**src/npcs_defines.svh**
```systemverilog
`ifndef NPCS_DEFINES_SVH
`define NPCS_DEFINES_SVH
// Command codes
`define NPCS_CMD_READ_A      8'h00
`define NPCS_CMD_PROG_SETUP  8'h80
`define NPCS_CMD_PROG_CONF   8'h10
`define NPCS_CMD_COPY_2ND    8'h8a
`define NPCS_CMD_ERASE_SETUP 8'h60
`define NPCS_CMD_ERASE_CONF  8'hd0
`define NPCS_CMD_STATUS      8'h70
`define NPCS_CMD_RESET       8'hff
// Status byte fields
`define NPCS_SR_PROTECT_CLEAR 7
`define NPCS_SR_IDLE          6
`define NPCS_SR_IDLE_ALT      5
`define NPCS_SR_FAIL          0
// Software register offsets
`define NPCS_REG_CTRL   4'h0
`define NPCS_REG_ADDR   4'h1
`define NPCS_REG_WDATA  4'h2
`define NPCS_REG_STATUS 4'h3
`define NPCS_REG_RDATA  4'h4
`define NPCS_REG_LEN    4'h5
// Control op codes
`define NPCS_OP_READ    3'h1
`define NPCS_OP_PROG    3'h2
`define NPCS_OP_ERASE   3'h3
`define NPCS_OP_COPY    3'h4
`define NPCS_OP_STATUS  3'h5
`define NPCS_OP_RESET   3'h6
`define NPCS_OP_RDNEXT  3'h7
// Page geometry
`define NPCS_PAGE_BYTES 10'd528
// Timing: strobe phase 40 ns, chip-enable high gap 100 ns, at 20 ns clock
`define NPCS_CLK_NS      20
`define NPCS_PHASE_NS    40
`define NPCS_PHASE_CYC   ((`NPCS_PHASE_NS + `NPCS_CLK_NS - 1) / `NPCS_CLK_NS)
`define NPCS_CEH_NS      100
`define NPCS_CEH_CYC     ((`NPCS_CEH_NS + `NPCS_CLK_NS - 1) / `NPCS_CLK_NS + 1)
`endif

```
**src/npcs_pkg.sv**
```systemverilog
`default_nettype none
package npcs_pkg;
    typedef enum logic [3:0] {
        NPCS_IDLE, NPCS_CMD1, NPCS_ADDR, NPCS_DATA_W, NPCS_CMD2, NPCS_WAIT_RB,
        NPCS_CMD3, NPCS_READ, NPCS_CEH
    } npcs_state_type;
    typedef enum logic [1:0] {
        NPCS_CYC_CMD, NPCS_CYC_ADDR, NPCS_CYC_WR, NPCS_CYC_RD
    } npcs_cyc_type;
endpackage
`default_nettype wire

```
**src/npcs_strobe_if.sv**
```systemverilog
`default_nettype none
interface npcs_strobe_if;
    logic                      start;
    npcs_pkg::npcs_cyc_type    kind;
    logic [7:0]                wdata;
    logic                      done;
    logic [7:0]                rdata;
    logic                      cle;
    logic                      ale;
    logic                      we_n;
    logic                      re_n;
    logic                      io_oe;
    logic [7:0]                io_out;
    modport master (output start, output kind, output wdata,
                    input done, input rdata);
    modport engine (input start, input kind, input wdata,
                    output done, output rdata, output cle, output ale,
                    output we_n, output re_n, output io_oe, output io_out);
endinterface
`default_nettype wire

```
**src/npcs_sequencer.sv**
```systemverilog
// The register addresses and strobed register access are this design's own decisions.
`include "npcs_defines.svh"
`default_nettype none
module npcs_sequencer
    import npcs_pkg::*;
(
    input  wire logic       core_clk,
    input  wire logic       rstn,
    input  wire logic [3:0] reg_addr,
    input  wire logic [31:0] reg_wdata,
    input  wire logic       reg_wr,
    input  wire logic       reg_rd,
    output logic [31:0]     reg_rdata,
    output logic            nand_cle,
    output logic            nand_ale,
    output logic            nand_ce_n,
    output logic            nand_we_n,
    output logic            nand_re_n,
    input  wire logic       nand_ready_busy,
    input  wire logic [7:0] nand_io_in,
    output logic [7:0]      nand_io_out,
    output logic            nand_io_oe
);
    typedef struct packed {
        npcs_state_type state;
        logic [2:0]  op;
        logic [23:0] addr;
        logic [23:0] tgt;
        logic [1:0]  acnt;
        logic [1:0]  anum;
        logic [9:0]  len;
        logic [9:0]  bcnt;
        logic        start;
        npcs_cyc_type kind;
        logic [7:0]  wdata;
        logic [7:0]  rdata;
        logic        rvalid;
        logic        wpend;
        logic        busy;
        logic        err;
        logic        ce_n;
        logic [2:0]  ceh;
        logic [31:0] rd_out;
        logic        cbusy;
        logic [7:0]  pdata;
    } npcs_st_type;

    npcs_st_type st_r;
    npcs_st_type st_nxt;
    logic [7:0]  io_m_r;
    logic [7:0]  io_s_r;
    logic        rb_m_r;
    logic        rb_s_r;
    npcs_strobe_if cyc ();

    npcs_bus_cycle u_cycle (
        .core_clk (core_clk),
        .rstn     (rstn),
        .io_sync  (io_s_r),
        .bus      (cyc)
    );

    always_ff @(posedge core_clk or negedge rstn) begin
        if (!rstn) begin
            io_m_r <= 8'h00;
            io_s_r <= 8'h00;
            rb_m_r <= 1'b0;
            rb_s_r <= 1'b0;
        end else begin
            io_m_r <= nand_io_in;
            io_s_r <= io_m_r;
            rb_m_r <= nand_ready_busy;
            rb_s_r <= rb_m_r;
        end
    end

    assign cyc.start = st_r.start;
    assign cyc.kind  = st_r.kind;
    assign cyc.wdata = st_r.wdata;

    function automatic logic [7:0] addr_byte(input logic [23:0] a, input logic [1:0] i);
        logic [7:0] b;
        b = 8'h00;
        unique case (i)
            2'h0: b = a[7:0];
            2'h1: b = a[15:8];
            2'h2: b = a[23:16];
            2'h3: b = 8'h00;
        endcase
        return b;
    endfunction

    always_comb begin
        st_nxt       = st_r;
        st_nxt.start = 1'b0;
        if (reg_wr && reg_addr == `NPCS_REG_ADDR) begin
            st_nxt.addr = reg_wdata[23:0];
            st_nxt.tgt  = {reg_wdata[23], reg_wdata[22:0]};
        end
        if (reg_wr && reg_addr == `NPCS_REG_LEN) begin
            st_nxt.len = reg_wdata[9:0];
        end
        if (reg_wr && reg_addr == `NPCS_REG_WDATA) begin
            st_nxt.pdata = reg_wdata[7:0];
            st_nxt.wpend = 1'b1;
        end
        if (reg_rd && reg_addr == `NPCS_REG_RDATA) begin
            st_nxt.rvalid = 1'b0;
        end
        if (cyc.done) begin
            st_nxt.cbusy = 1'b0;
        end
        unique case (st_r.state)
            NPCS_IDLE: begin
                st_nxt.busy = 1'b0;
                if (reg_wr && reg_addr == `NPCS_REG_CTRL && reg_wdata[2:0] != 3'h0) begin
                    st_nxt.op    = reg_wdata[2:0];
                    st_nxt.busy  = 1'b1;
                    st_nxt.rvalid = 1'b0;
                    st_nxt.ce_n  = 1'b0;
                    st_nxt.state = NPCS_CMD1;
                    if (reg_wdata[2:0] == `NPCS_OP_RDNEXT) begin
                        // Keep chip enable low and read on past the page edge
                        st_nxt.bcnt  = st_r.len;
                        st_nxt.state = NPCS_READ;
                    end
                end
            end
            NPCS_CMD1: begin
                st_nxt.start = 1'b1;
                st_nxt.kind  = NPCS_CYC_CMD;
                st_nxt.acnt  = 2'h0;
                st_nxt.anum  = 2'h3;
                st_nxt.bcnt  = st_r.len;
                unique case (st_r.op)
                    `NPCS_OP_PROG:   st_nxt.wdata = `NPCS_CMD_PROG_SETUP;
                    `NPCS_OP_ERASE: begin
                        st_nxt.wdata = `NPCS_CMD_ERASE_SETUP;
                        st_nxt.acnt  = 2'h1;
                    end
                    `NPCS_OP_STATUS: st_nxt.wdata = `NPCS_CMD_STATUS;
                    `NPCS_OP_RESET:  st_nxt.wdata = `NPCS_CMD_RESET;
                    default:         st_nxt.wdata = `NPCS_CMD_READ_A;
                endcase
                st_nxt.state = NPCS_CMD2;
                if (st_r.op == `NPCS_OP_STATUS || st_r.op == `NPCS_OP_RESET) begin
                    st_nxt.acnt = 2'h3;
                end
            end
            NPCS_CMD2: begin
                if (cyc.done) begin
                    st_nxt.state = (st_r.acnt == st_r.anum) ? NPCS_CMD3 : NPCS_ADDR;
                end
            end
            NPCS_ADDR: begin
                st_nxt.start = 1'b1;
                st_nxt.kind  = NPCS_CYC_ADDR;
                st_nxt.wdata = addr_byte(st_r.addr, st_r.acnt);
                st_nxt.acnt  = st_r.acnt + 2'h1;
                st_nxt.state = NPCS_CMD2;
            end
            NPCS_CMD3: begin
                unique case (st_r.op)
                    `NPCS_OP_PROG:  st_nxt.state = NPCS_DATA_W;
                    `NPCS_OP_ERASE: begin
                        st_nxt.start = 1'b1;
                        st_nxt.kind  = NPCS_CYC_CMD;
                        st_nxt.wdata = `NPCS_CMD_ERASE_CONF;
                        st_nxt.op    = `NPCS_OP_STATUS;
                        st_nxt.state = NPCS_WAIT_RB;
                    end
                    `NPCS_OP_STATUS: st_nxt.state = NPCS_READ;
                    default:         st_nxt.state = NPCS_WAIT_RB;
                endcase
            end
            NPCS_DATA_W: begin
                if (st_r.bcnt == 10'h000) begin
                    st_nxt.start = 1'b1;
                    st_nxt.kind  = NPCS_CYC_CMD;
                    st_nxt.wdata = `NPCS_CMD_PROG_CONF;  // One program per command
                    st_nxt.op    = `NPCS_OP_STATUS;
                    st_nxt.state = NPCS_WAIT_RB;
                end else if (st_r.wpend && !st_r.start) begin
                    st_nxt.start = 1'b1;
                    st_nxt.kind  = NPCS_CYC_WR;
                    st_nxt.wdata = st_r.pdata;
                    // A byte written in this same cycle stays pending
                    st_nxt.wpend = reg_wr && reg_addr == `NPCS_REG_WDATA;
                    st_nxt.bcnt  = st_r.bcnt - 10'h001;
                    st_nxt.state = NPCS_CMD2;
                    st_nxt.acnt  = 2'h3;
                    st_nxt.anum  = 2'h3;
                end
            end
            NPCS_WAIT_RB: begin
                // Dwell lets the busy drop pass the ready synchroniser first
                if (st_r.ceh != 3'h7) begin
                    st_nxt.ceh = st_r.ceh + 3'h1;
                end
                if (st_r.ceh == 3'h7 && !st_r.start && !cyc.done && cyc.we_n && rb_s_r) begin
                    st_nxt.ceh = 3'h0;
                    if (st_r.op == `NPCS_OP_COPY) begin
                        st_nxt.start = 1'b1;
                        st_nxt.kind  = NPCS_CYC_CMD;
                        st_nxt.wdata = `NPCS_CMD_COPY_2ND;
                        st_nxt.addr  = st_r.tgt;
                        st_nxt.op    = `NPCS_OP_PROG;
                        st_nxt.bcnt  = 10'h000;  // No data loaded into target
                        st_nxt.acnt  = 2'h0;
                        st_nxt.anum  = 2'h3;
                        st_nxt.state = NPCS_CMD2;
                    end else if (st_r.op == `NPCS_OP_STATUS) begin
                        st_nxt.start = 1'b1;
                        st_nxt.kind  = NPCS_CYC_CMD;
                        st_nxt.wdata = `NPCS_CMD_STATUS;
                        st_nxt.acnt  = 2'h3;
                        st_nxt.bcnt  = 10'h001;
                        st_nxt.rvalid = 1'b0;
                        st_nxt.state = NPCS_CMD2;
                    end else begin
                        st_nxt.state = (st_r.op == `NPCS_OP_READ) ? NPCS_READ : NPCS_CEH;
                    end
                end
            end
            NPCS_READ: begin
                if (cyc.done) begin
                    st_nxt.rdata  = cyc.rdata;
                    st_nxt.rvalid = 1'b1;
                    if (st_r.op == `NPCS_OP_STATUS) begin
                        st_nxt.err = cyc.rdata[`NPCS_SR_FAIL];
                    end
                end
                if (st_r.bcnt == 10'h000 && !st_r.start && !st_r.cbusy) begin
                    // Leave chip enable low so software can continue with op 7
                    st_nxt.busy  = 1'b0;
                    st_nxt.state = NPCS_IDLE;
                end else if (st_r.bcnt != 10'h000 && !st_r.start && !st_r.cbusy && !st_r.rvalid) begin
                    st_nxt.start = 1'b1;
                    st_nxt.cbusy = 1'b1;
                    st_nxt.kind  = NPCS_CYC_RD;
                    st_nxt.bcnt  = st_r.bcnt - 10'h001;
                end
            end
            NPCS_CEH: begin
                st_nxt.ce_n = 1'b1;
                st_nxt.ceh  = st_r.ceh + 3'h1;
                if (st_r.ceh == 3'(`NPCS_CEH_CYC)) begin
                    st_nxt.ceh   = 3'h0;
                    st_nxt.busy  = 1'b0;
                    st_nxt.state = NPCS_IDLE;
                end
            end
        endcase
        if (reg_wr && reg_addr == `NPCS_REG_CTRL && reg_wdata[3]) begin
            st_nxt.ceh   = 3'h0;
            st_nxt.state = NPCS_CEH;  // Ends a continuous read
        end
        st_nxt.rd_out = 32'h0;
        if (reg_rd) begin
            unique case (reg_addr)
                `NPCS_REG_ADDR:   st_nxt.rd_out = {8'h00, st_r.addr};
                `NPCS_REG_LEN:    st_nxt.rd_out = {22'h0, st_r.len};
                `NPCS_REG_STATUS: st_nxt.rd_out = {26'h0, rb_s_r, st_r.wpend,
                                                   st_r.rvalid, st_r.err, st_r.ce_n, st_r.busy};
                `NPCS_REG_RDATA:  st_nxt.rd_out = {24'h0, st_r.rdata};
                default:          st_nxt.rd_out = 32'h0;
            endcase
        end
    end

    always_ff @(posedge core_clk or negedge rstn) begin
        if (!rstn) begin
            st_r <= '{state: NPCS_IDLE, kind: NPCS_CYC_CMD, ce_n: 1'b1, default: '0};
        end else begin
            st_r <= st_nxt;
        end
    end

    always_ff @(posedge core_clk or negedge rstn) begin
        if (!rstn) begin
            nand_ce_n <= 1'b1;
        end else begin
            nand_ce_n <= st_nxt.ce_n;
        end
    end

    assign reg_rdata   = st_r.rd_out;
    assign nand_cle    = cyc.cle;
    assign nand_ale    = cyc.ale;
    assign nand_we_n   = cyc.we_n;
    assign nand_re_n   = cyc.re_n;
    assign nand_io_out = cyc.io_out;
    assign nand_io_oe  = cyc.io_oe;

    a_ceh_gap_len: assert property (@(posedge core_clk) disable iff (!rstn)
        (st_r.state == NPCS_CEH && st_r.ceh == 3'h0) |-> ##1 nand_ce_n [*4])
        else $error("chip enable high gap too short");
    a_erase_two_addr: assert property (@(posedge core_clk) disable iff (!rstn)
        (st_r.state == NPCS_CMD1 && st_r.op == `NPCS_OP_ERASE) |=> st_nxt.acnt == 2'h1)
        else $error("erase did not skip column cycle");
    a_wait_for_ready: assert property (@(posedge core_clk) disable iff (!rstn)
        (st_r.state == NPCS_WAIT_RB && st_nxt.state != NPCS_WAIT_RB) |-> rb_s_r)
        else $error("left wait before ready");
    a_ce_low_in_op: assert property (@(posedge core_clk) disable iff (!rstn)
        (st_r.state == NPCS_ADDR) |-> !nand_ce_n)
        else $error("chip enable high during address");
    a_rd_one_cycle: assert property (@(posedge core_clk) disable iff (!rstn)
        !reg_rd |=> reg_rdata == 32'h0)
        else $error("read data outside read slot");
    a_read_count: assert property (@(posedge core_clk) disable iff (!rstn)
        (st_r.state == NPCS_READ && st_nxt.start) |=> st_r.bcnt == $past(st_r.bcnt) - 10'h001)
        else $error("read count not advanced");
    a_prog_conf: assert property (@(posedge core_clk) disable iff (!rstn)
        (st_r.state == NPCS_DATA_W && st_r.bcnt == 10'h000) |=> st_r.wdata == `NPCS_CMD_PROG_CONF)
        else $error("program confirm missing");
    a_rst_code: assert property (@(posedge core_clk) disable iff (!rstn)
        (st_r.state == NPCS_CMD1 && st_r.op == `NPCS_OP_RESET) |=> st_r.wdata == `NPCS_CMD_RESET)
        else $error("reset code wrong");
endmodule
`default_nettype wire

```
**src/npcs_bus_cycle.sv**
```systemverilog
`include "npcs_defines.svh"
`default_nettype none
module npcs_bus_cycle
    import npcs_pkg::*;
(
    input  wire logic   core_clk,
    input  wire logic   rstn,
    input  wire logic [7:0] io_sync,
    npcs_strobe_if.engine bus
);
    typedef struct packed {
        logic       busy;
        logic       phase;
        logic [1:0] cnt;
        npcs_cyc_type kind;
        logic       done;
        logic [7:0] rdata;
        logic       cle;
        logic       ale;
        logic       we_n;
        logic       re_n;
        logic       io_oe;
        logic [7:0] io_out;
    } npcs_cyc_st_type;

    npcs_cyc_st_type st_r;
    npcs_cyc_st_type st_nxt;

    always_comb begin
        st_nxt      = st_r;
        st_nxt.done = 1'b0;
        if (!st_r.busy) begin
            if (bus.start) begin
                st_nxt.busy   = 1'b1;
                st_nxt.phase  = 1'b0;
                st_nxt.cnt    = 2'(`NPCS_PHASE_CYC - 1);
                st_nxt.kind   = bus.kind;
                st_nxt.cle    = (bus.kind == NPCS_CYC_CMD);
                st_nxt.ale    = (bus.kind == NPCS_CYC_ADDR);
                st_nxt.io_oe  = (bus.kind != NPCS_CYC_RD);
                st_nxt.io_out = bus.wdata;
                st_nxt.we_n   = (bus.kind == NPCS_CYC_RD);
                st_nxt.re_n   = (bus.kind != NPCS_CYC_RD);
            end
        end else if (st_r.cnt != 2'h0) begin
            st_nxt.cnt = st_r.cnt - 2'h1;
        end else if (!st_r.phase) begin
            // Device latches on the rising write strobe
            st_nxt.phase = 1'b1;
            st_nxt.cnt   = 2'(`NPCS_PHASE_CYC - 1);
            st_nxt.we_n  = 1'b1;
            st_nxt.re_n  = 1'b1;
        end else begin
            // Sampled late: the pin passes two flops, so this is the low-phase value
            if (st_r.kind == NPCS_CYC_RD) begin
                st_nxt.rdata = io_sync;
            end
            st_nxt.busy  = 1'b0;
            st_nxt.done  = 1'b1;
            st_nxt.cle   = 1'b0;
            st_nxt.ale   = 1'b0;
            st_nxt.io_oe = 1'b0;
        end
    end

    always_ff @(posedge core_clk or negedge rstn) begin
        if (!rstn) begin
            st_r <= '{busy: 1'b0, phase: 1'b0, cnt: 2'h0, kind: NPCS_CYC_CMD, done: 1'b0,
                      rdata: 8'h00, cle: 1'b0, ale: 1'b0, we_n: 1'b1, re_n: 1'b1,
                      io_oe: 1'b0, io_out: 8'h00};
        end else begin
            st_r <= st_nxt;
        end
    end

    assign bus.done   = st_r.done;
    assign bus.rdata  = st_r.rdata;
    assign bus.cle    = st_r.cle;
    assign bus.ale    = st_r.ale;
    assign bus.we_n   = st_r.we_n;
    assign bus.re_n   = st_r.re_n;
    assign bus.io_oe  = st_r.io_oe;
    assign bus.io_out = st_r.io_out;

    a_strobe_low_len: assert property (@(posedge core_clk) disable iff (!rstn)
        $fell(st_r.we_n) |-> !st_r.we_n [*2] ##1 st_r.we_n)
        else $error("write strobe low time wrong");
    a_cmd_latch_hold: assert property (@(posedge core_clk) disable iff (!rstn)
        ($rose(st_r.we_n) && st_r.cle) |-> st_r.io_oe)
        else $error("command data not driven at latch edge");
endmodule
`default_nettype wire

```
**config.mk**
```make
export PLATFORM = sky130hd
export DESIGN_NAME = npcs_sequencer
export DESIGN_NICKNAME = d
export VERILOG_FILES = /design/src/npcs_pkg.sv /design/src/npcs_strobe_if.sv /design/src/npcs_sequencer.sv /design/src/npcs_bus_cycle.sv
export VERILOG_INCLUDE_DIRS = /design/src
export SDC_FILE = /design/constraint.sdc
export NUM_CORES = 1
export LEC_CHECK = 0
export ABC_AREA = 1
export BUFFER_PORTS_ARGS = -buffer_cell sky130_fd_sc_hd__buf_2
export CELL_PAD_IN_SITES_DETAIL_PLACEMENT = 0
export CELL_PAD_IN_SITES_GLOBAL_PLACEMENT = 1
export CORE_MARGIN = 1
export CORE_UTILIZATION = 34
export CTS_BUF_LIST = sky130_fd_sc_hd__clkbuf_4 sky130_fd_sc_hd__clkbuf_8 sky130_fd_sc_hd__clkbuf_16
export DETAILED_ROUTE_END_ITERATION = 8
export PLACE_DENSITY_LB_ADDON = 0.1
export RECOVER_POWER = 100
export SKIP_CTS_REPAIR_TIMING = 1
export SYNTH_ARGS = -nofsm -noshare
export SYNTH_HDL_FRONTEND = slang
export SYNTH_SLANG_ARGS = --single-unit
```
**constraint.sdc**
```tcl
create_clock -name core_clk -period 2.1 [get_ports core_clk]
set_input_delay 0.42 -clock core_clk [delete_from_list [all_inputs] [get_ports core_clk]]
set_output_delay 0.42 -clock core_clk [all_outputs]
set_load 0.005 [all_outputs]
```
# ---- After elaboration in Yosys (flattened, before gate mapping)
# Cells that the tools add are included.
dict set report word_totals {
  input_bits 49
  mem_bits_ro 0
  mem_count 0
  latch_bits 0
  out_inout_bits 46
  ff_bits 193
  ramBits 0
  word_cells 247
}
dict set report classes {
  n_lt_le_gt_ge 0
  n_reduce_logical 59
  n_shift 0
  div_mod_pow 0
  n_mux 89
  addsub 4
  mul 0
  bitwise_logic 2
  eq_ne 56
}
# operator count
set ops {}
lappend ops {{24-bit one-hot mux with 4 select lines} 1}
lappend ops {{21-bit 2-to-1 mux} 4}
lappend ops {{8-bit one-hot mux with 4 select lines} 2}
lappend ops {{4-bit 2-to-1 mux} 13}
lappend ops {{10-bit one-hot mux with 5 select lines} 1}
lappend ops {{24-bit 2-to-1 mux} 2}
lappend ops {{48-bit 2-to-1 mux} 1}
lappend ops {{8-bit one-hot mux with 5 select lines} 1}
lappend ops {{13-bit 2-to-1 mux} 3}
lappend ops {{11-bit 2-to-1 mux} 3}
lappend ops {{4-bit one-hot mux with 8 select lines} 1}
lappend ops {{31-bit 2-to-1 mux} 1}
lappend ops {{10-bit 2-to-1 mux} 3}
lappend ops {{2-bit != test, second input constant} 15}
lappend ops {{27-bit 2-to-1 mux} 1}
lappend ops {{4-bit by 3-bit == test with 1-bit output, second input constant} 6}
lappend ops {{3-bit 2-to-1 mux} 8}
lappend ops {{3-bit != test, second input constant} 8}
lappend ops {{1-bit 2-to-1 mux} 21}
lappend ops {{3-bit == test, second input constant} 6}
lappend ops {{3-bit one-hot mux with 6 select lines} 1}
lappend ops {{1-bit logical AND} 17}
lappend ops {{4-bit by 2-bit == test with 1-bit output, second input constant} 4}
lappend ops {{2-bit 2-to-1 mux} 8}
lappend ops {{other kinds (46)} 79}

# ---- Depth between registers and ports, before layout
# Gate-level depths: netlist of run 1.
dict set report depth {
  ltp_word 8
  ltp_mapped 12
  ltp_nobuf 12
}

# ---- Modules after synthesis
# A second synthesis of run 1 with hierarchy kept.
dict set report unflattened {
  cells_unflattened 1110
  area_unflattened_um2 9046.2
}
# mod area_per_inst_um2 cells_per_inst instances seq_area_each_um2
set modules_own_cells {}
lappend modules_own_cells {npcs_sequencer 7764.9 964 1 3905.0}
lappend modules_own_cells {npcs_bus_cycle 1281.2 146 1 703.2}

# ---- Least setup slack after synthesis of run 1
# OpenSTA, ideal clock, no wires.
dict set report synth_timing {
  path_kind {register -> register}
  start {reg st_r[41] (netlist bit)}
  end {reg st_r[69] (netlist bit)}
  slack_ns 0.494
  stages_incl_launch_ff 12
  t_arrival_ns 1.490
  path_buffers 0
  path_cell_list {dfrtp_1 -> ha_1 -> ha_1 -> nand2_1 -> nor2_2 -> nand2_1 -> nand2_1 -> inv_1 -> nor2_4 -> nand3_2 -> nand2_1 -> nand2_1}
}
dict set report synth_between {
  elab_chain_cells 7
}
# item line
set synth_rtl {}
lappend synth_rtl {{start: declaration} npcs_sequencer.sv:48} ;# npcs_st_type st_r;
lappend synth_rtl {{start signal: assignment} npcs_sequencer.sv:275} ;# st_r <= st_nxt;
lappend synth_rtl {{3-bit == test} npcs_sequencer.sv:200} ;# if (st_r.ceh == 3'h7 && !st_r.start && !cyc.done && cyc.we_n && rb_s_r) begin
lappend synth_rtl {{1-bit logical AND (4 in a row)} npcs_sequencer.sv:200}
lappend synth_rtl {{2-bit != test (no line)} n/a}
lappend synth_rtl {{9-bit AND reduction (no line)} n/a}
# Every way passes these cells.
# A chain may end at the register's enable or synchronous reset.

# ---- Final worst setup path of run 1
dict set report layout_timing {
  start {reg st_r[68] (netlist bit)}
  end {reg st_r[72] (netlist bit)}
}
dict set report layout_between {
  elab_chain_cells 6
  elab_cells_between_ends 17
  cone_classes {add/sub (1); eq/ne (3); mux (5); reduce/logical (8)}
}
# item
set layout_rtl {}
lappend layout_rtl {{parallel branches: the longest is 6 deep, another holds 10-bit by 1-bit subtractor with 10-bit output}}
# Parallel ways; which one is timed is not known. The select of a mux whose other input is x is not followed.

==> impl_results.md, run 1 <==
* Post-DP HPWL at 17,080 µm
* Ys Warns at 0
* VDD IR-drop max at 476.9 µV
* Residual DRC at 0
* Chip Width at 163.0 µm
* Max incr delay on CP at 0.36 ns
* Req. time, crit path at 2.49 ns
* Rows at 58
* Cts bufs inserted at 17
* CP cell instances: inv_1 -> ha_1 -> nand2_1 -> nor2_4 -> nand2_1 -> nand2_1 -> nand2_1 -> nand2_4 -> nor2_8 -> nand2_1 -> nand2_1
* Cells after Synth at 1,073
* Delay-heaviest family, CP: simple AND/OR/NAND/NOR gates
* Area share of the largest cell type after synthesis at 0.5138
* Most frequent cells in the layout: nand2_1, dfrtp_1, inv_1
* Top post-synthesis cells by area: dfrtp_1, nand2_1, o21ai_0
* # port buffers at 78
* Worst path bufs/invs at 1
* Max_slew headroom at 0.2124
* Die height at 163.0 µm
* Full die area at 26,570 µm²
* Cell chosen for the clock root: clkbuf_16
* GRT Overall Usage at 0.1842
* First-pass GRT wire length at 37,170 µm
* Gpl congestion at 0.8133
* Share of layout cells above drive strength 1 at 0.1356
* Clk buf depth at 2
* Routed Antenna Nets at 0
* Initial antenna violation count at 0
* Core Area at 25,330 µm²
* Clock sinks at 184
* Pleak at 5.200 nW
* Critical Path Slowest Stage Cell: dfrtp_1
* Htree depth at 4
* Area leader, netlist: dfrtp_1
* Area delta synth->final at 14.00%
* Number of synthesized flops with an enable pin at 0
* FF-to-FF setup slack at 0.17 ns
* Drt wl/cell at 15.38 µm
* Max-cap violations at 0
* Fin. Hold Viols at 0
* Most common cell after layout, fill and taps aside: nand2_1
* Tcrit/Tclk final at 0.9192
* Critical path type: reg2reg
* # IOs at 95
* Final slew viol count at 0
* Vias post-DR at 6,785
* Power Density at 1285 nW/µm²
* Number of diodes at 0
* Setup Viol. Count Final at 0
* CTS tree: yes
* CP Max Fanout at 10
* Post-Syn Area at 8815 µm²
* First drt pass iteration count at 5
* Final #Nets at 1,201
* Most frequent CP cell: nand2_1
* Synth Register Bits at 184
* CP startpoint kind: flop
* FFs w/ async S/R, synth at 1.000
* Worst skew pair latency at 0.45 ns
* Measured slew at the worst slew-check pin at 1.181 ns
* Worst hold path class: in2reg
* Vias in the first global route at 6,747
* TNS Setup at 0 ns
* DRT iter0 DRCs at 434
* Fin util at 0.3967
* RSZ-0062 raised after global routing: false
* Mean post-synth cell area at 8.215 µm²
* Most used DFF post-synth: dfrtp_1
* Worst-path clk slew at 0.08 ns
* CP Capture Type: flop
* Outcome: complete, no violations
* GRT overflow at 0
* CP arrival at 2.32 ns
* DRT Wirelength at 22,890 µm
* Largest net degree at the start of global routing at 73
* Tmin final at 1.930 ns
* Register area share after synthesis at 0.5228
* Initial Utilization at 0.3480
* Worst Skew at 0.01066 ns
* Pwr Total at 12.91 mW
* Yosys cell types at 38
* F_max at 518.0 MHz
* Vias/cell at 4.560
[synthesized netlist by cell type (3+ instances only)]
cell type and number:
nand4_1 18, dfstp_2 3, mux2_2 3, nor2_2 10
buf_4 43, xor2_1 4, ha_1 7, inv_1 125
nand2_4 4, nand3_1 58, a21oi_1 31, clkbuf_1 9
nor2_1 74, o22ai_1 3, nand2_1 299, inv_2 10
nor2_4 7, dfrtp_1 181, o21ai_1 17, buf_2 11
o211ai_1 6, inv_4 3, nand2_2 11, o21ai_0 116
[logic make-up after synthesis]
group                      after synthesis  synth area share
buffers and inverters                  203            0.1072
DFF                                    184            0.5228
and+or+nand+nor                        489            0.2434
AOI/OAI and AO/OA                      181            0.1075
muxes                                    3          0.003832
other                                    1         0.0004254
xor gates and xnor gates                 5          0.004968
adders and majority gates                7          0.009936
[state kept, by name (all words and copies together) (netlist names), 6 cells and up]
signal and cells:
u_cycle.st_r 6, io_s_r 8, cyc.wdata 8, io_m_r 8
u_cycle.bus.io_out 8, reg_rdata 24, u_cycle.bus.rdata 8, st_r 102
[layer usage]
metal / share of wire / routed length (µm) / global-route usage / up-vias
met2: 0.46 / 10430 / 0.2932 / 126
met5: 0 / 0 / 0 / -
met1: 0.49 / 11290 / 0.2520 / 3123
met3: 0.029 / 669 / 0.03022 / 28
li1: - / - / - / 3508
met4: 0.022 / 500 / 0.06669 / 0
[path summary, 6_finish.rpt]
path | to | start | depth (start not counted)
min reg2reg | io_s_r[1]$_DFF_PN0_ | io_m_r[1]$_DFF_PN0_ | 0
max in group asynchronous | st_r[50]$_DFFE_PN0P_ | rstn | 3
max | st_r[72]$_DFFE_PN0P_ | st_r[68]$_DFFE_PN0P_ | 11
max reg2reg | st_r[72]$_DFFE_PN0P_ | st_r[68]$_DFFE_PN0P_ | 11
min | io_m_r[5]$_DFF_PN0_ | nand_io_in[5] | 1
min in group asynchronous | st_r[74]$_DFFE_PN0P_ | rstn | 2
[cell type report]
class                           count  area [µm²]
Fill cell                        2690       15280
Multi-Input combinational cell    693        3268
Timing Repair Buffer              109       603.1
Tap cell                          330       412.9
Sequential cell                   184        4608
Inverter                          140       533.0
Clock buffer                       17       425.4
Clock inverter                     15       197.7
[where the power goes]
group	total [mW]	leakage, nW	switching [mW]	internal (mW)
Combinational	4.56	2.57	3.00	1.56
Clock	3.38	0.297	1.73	1.64
Sequential	4.97	2.33	0.556	4.42
[metrics by stage]
| step | std cells | worst slack (ns) | hold WS (ns) | cell area [µm²] |
|---|---|---|---|---|
| CTS | 1487 | 0.1645 | -0.1700 | 10150 |
| global placement | 1455 | 0.2009 | 0.3072 | 9529 |
| detailed placement | 1455 | 0.1817 | 0.3079 | 9529 |
| floorplan | 1080 | 0.4937 | 0.1244 | 8841 |
| finish | 1488 | 0.1697 | 0.07025 | 10050 |
| global route | 1488 | 0.009638 | 0.04835 | 10050 |
[worst reg2reg max path, cell delays in order (launching register included)]
cell	delay, ns
dfrtp_1	0.36
inv_1	0.06
ha_1	0.22
nand2_1	0.16
nor2_4	0.07
nand2_1	0.26
nand2_1	0.09
nand2_1	0.22
nand2_4	0.10
nor2_8	0.19
nand2_1	0.09
nand2_1	0.06
Power figures use the tool's default switching activity.
==> run 2: changes to the inputs <==
--- a/config.mk
+++ b/config.mk
@@ -8,10 +8,11 @@
 export LEC_CHECK = 0
 export ABC_AREA = 1
 export BUFFER_PORTS_ARGS = -buffer_cell sky130_fd_sc_hd__buf_2
+export CAP_MARGIN = 30
 export CELL_PAD_IN_SITES_DETAIL_PLACEMENT = 0
 export CELL_PAD_IN_SITES_GLOBAL_PLACEMENT = 1
 export CORE_MARGIN = 1
-export CORE_UTILIZATION = 34
+export CORE_UTILIZATION = 40
 export CTS_BUF_LIST = sky130_fd_sc_hd__clkbuf_4 sky130_fd_sc_hd__clkbuf_8 sky130_fd_sc_hd__clkbuf_16
 export DETAILED_ROUTE_END_ITERATION = 8
 export PLACE_DENSITY_LB_ADDON = 0.1
==> run 2 against run 1 <==
Net effect: sequential power about the same; non-clock buffer count increased by 1; routed wire length decreased by 4.7%; first-iteration DRC count decreased by 0.46%; clock skew increased by 0.0024 ns; critical path depth decreased by 5; total power decreased by 0.73%; clock power decreased by 2%; hold slack improved by 0.0084 ns; count of clock-buffer cells in the layout unchanged; largest cell class unchanged.
==> impl_results.md, run 2 (same netlist as run 1, synthesis figures left out) <==
* Outcome: complete, no violations (unchanged)
* Setup Viol. Count Final at 0 (unchanged)
* Cell chosen for the clock root: clkbuf_16 (unchanged)
* Worst-path clk slew at 0.08 ns (about the same)
* Worst Skew at 0.01304 ns (was 0.01066 ns)
* Critical path type: reg2reg (unchanged)
* Hold endpoint: io_m_r[4]$_DFF_PN0_ (was io_m_r[5]$_DFF_PN0_)
* Routed Antenna Nets at 0 (unchanged)
* Full die area at 22,630 µm² (was 26,570 µm²)
* Final #Nets at 1,202 (was 1,201)
* Drt wl/cell at 15.22 µm (was 15.38 µm)
* Crit Reg-Reg Endpoint: st_r[48]$_DFF_PN0_ (was st_r[72]$_DFFE_PN0P_)
* Tcrit/Tclk final at 0.9119 (was 0.9192)
* # IOs at 95 (unchanged)
* Measured slew at the worst slew-check pin at 1.219 ns (was 1.181 ns)
* Filler cells at 2,161 (was 2,690)
* Area of the multi-input gates at 3263 µm² (was 3268 µm²)
* Share of layout cells above drive strength 1 at 0.1355 (was 0.1356)
* Max_slew headroom at 0.1875 (was 0.2124)
* Clock sinks at 184 (unchanged)
* Area after DPL at 9480 µm² (was 9529 µm²)
* Placed Cells at 1,401 (was 1,455)
* Clk buf depth at 2 (unchanged)
* Post-DP HPWL at 16,200 µm (was 17,080 µm)
* Vias post-DR at 6,797 (was 6,785)
* Residual DRC at 0 (unchanged)
* Core Area at 21,290 µm² (was 25,330 µm²)
* TNS Setup at 0 ns (unchanged)
* Largest net degree at the start of global routing at 73 (unchanged)
* First drt pass iteration count at 5 (unchanged)
* Rows at 53 (was 58)
* Post-route design area at 10,000 µm² (was 10,050 µm²)
* Req. time, crit path at 2.43 ns (was 2.49 ns)
* Max reg flops at 102 (unchanged)
* Worst hold slack at 0.07862 ns (was 0.07025 ns)
* VDD IR-drop max at 590.6 µV (was 476.9 µV)
* Worst skew pair latency at 0.44 ns (was 0.45 ns)
* Max-cap violations at 0 (unchanged)
* Vias in the first global route at 6,510 (was 6,747)
* Pwr Total at 12.82 mW (was 12.91 mW)
* CP Max Fanout at 17 (was 10)
* F_max at 522.2 MHz (was 518.0 MHz)
* # port buffers at 78 (unchanged)
* DRT Wirelength at 21,820 µm (was 22,890 µm)
* Initial Utilization at 0.4141 (was 0.3480)
* Most common cell after layout, fill and taps aside: nand2_1 (unchanged)
* Htree depth at 4 (unchanged)
* Number of diodes at 0 (unchanged)
* Most frequent cells in the layout: nand2_1, dfrtp_1, inv_1 (unchanged)
* Layout Cells excl Fill at 1,434 (was 1,488)
* Initial antenna violation count at 0 (unchanged)
* CTS tree: yes (unchanged)
* Pleak at 5.199 nW (was 5.200 nW)
* Tmin final at 1.915 ns (was 1.930 ns)
* Power Density at 1281 nW/µm² (was 1285 nW/µm²)
* R2R depth at 6 (was 11)
* Worst hold path class: in2reg (unchanged)
* GRT Overall Usage at 0.2084 (was 0.1842)
* Gpl congestion at 0.8585 (was 0.8133)
* CP startpoint kind: flop (unchanged)
* Hold Path Origin: nand_io_in[4] (was nand_io_in[5])
* Critical R2R Launch: st_r[145]$_DFFE_PN0P_ (was st_r[68]$_DFFE_PN0P_)
* Die height at 150.4 µm (was 163.0 µm)
* Final slew viol count at 0 (unchanged)
* FF-to-FF setup slack at 0.19 ns (was 0.17 ns)
* Largest Register: st_r (unchanged)
* Fin. Hold Viols at 0 (unchanged)
* Cts bufs inserted at 17 (unchanged)
* Area delta synth->final at 13.47% (was 14.00%)
* Hold Path Depth at 1 (unchanged)
* Chip Width at 150.4 µm (was 163.0 µm)
* First-pass GRT wire length at 35,580 µm (was 37,170 µm)
* GRT overflow at 0 (unchanged)
* Vias/cell at 4.740 (was 4.560)
* RSZ-0062 raised after global routing: false (unchanged)
* Sequential Area at 4608 µm² (unchanged)
* DRT iter0 DRCs at 432 (was 434)
* CP Capture Type: flop (unchanged)
* CP arrival at 2.25 ns (was 2.32 ns)
-- run 2: through the flow --
stage / util / setup slack [ns]
floorplan: - / 0.4937
global placement: 0.4454 / 0.2186
detailed placement: 0.4454 / 0.2194
CTS: 0.4746 / 0.1966
global route: 0.4699 / 0.008010
finish: 0.4699 / 0.1850
-- run 2: final cells by class --
type | instances | share of cell area
clock buffers | 17 | 0.04253
repair buffers | 110 | 0.06305
clock inverters | 15 | 0.01976
multi-input cells | 693 | 0.3262
flip-flops and latches | 184 | 0.4607
well taps | 275 | 0.03440
inverters | 140 | 0.05329
-- run 2: report_power, final --
part | internal (mW) | total [mW] | switching [mW]
logic | 1.55 | 4.54 | 2.99
registers | 4.42 | 4.96 | 0.544
clock network | 1.64 | 3.31 | 1.68
total | 7.61 | 12.8 | 5.21
-- run 2: worst max-delay path by stage --
| stage | cells after the start | startpoint | end |
|---|---|---|---|
| 2_1_floorplan | 11 | st_r[41]$_DFFE_PN0P_ | st_r[69]$_DFFE_PN0P_ |
| 4_1_cts | 8 | st_r[145]$_DFFE_PN0P_ | st_r[72]$_DFFE_PN0P_ |
| 3_5_place_dp | 8 | st_r[145]$_DFFE_PN0P_ | st_r[72]$_DFFE_PN0P_ |
| 3_3_place_gp | 11 | st_r[42]$_DFFE_PN0P_ | st_r[77]$_DFFE_PN0P_ |
| 5_1_grt | 11 | st_r[42]$_DFFE_PN0P_ | st_r[73]$_DFFE_PN0P_ |
| 6_report | 6 | st_r[145]$_DFFE_PN0P_ | st_r[48]$_DFF_PN0_ |
-- run 2: metal layers --
layer / global-route usage / routed length, µm
met1: 0.2884 / 10710
met2: 0.3346 / 10330
met4: 0.05960 / 315
met3: 0.03576 / 465
met5: 0 / 0
-- run 2: critical path: stages (launching register included) --
cell and delay (ns):
dfrtp_1 0.47, inv_1 0.17, nor2_8 0.16, nand2_1 0.16, nor2_1 0.24, inv_1 0.27
a221oi_1 0.34
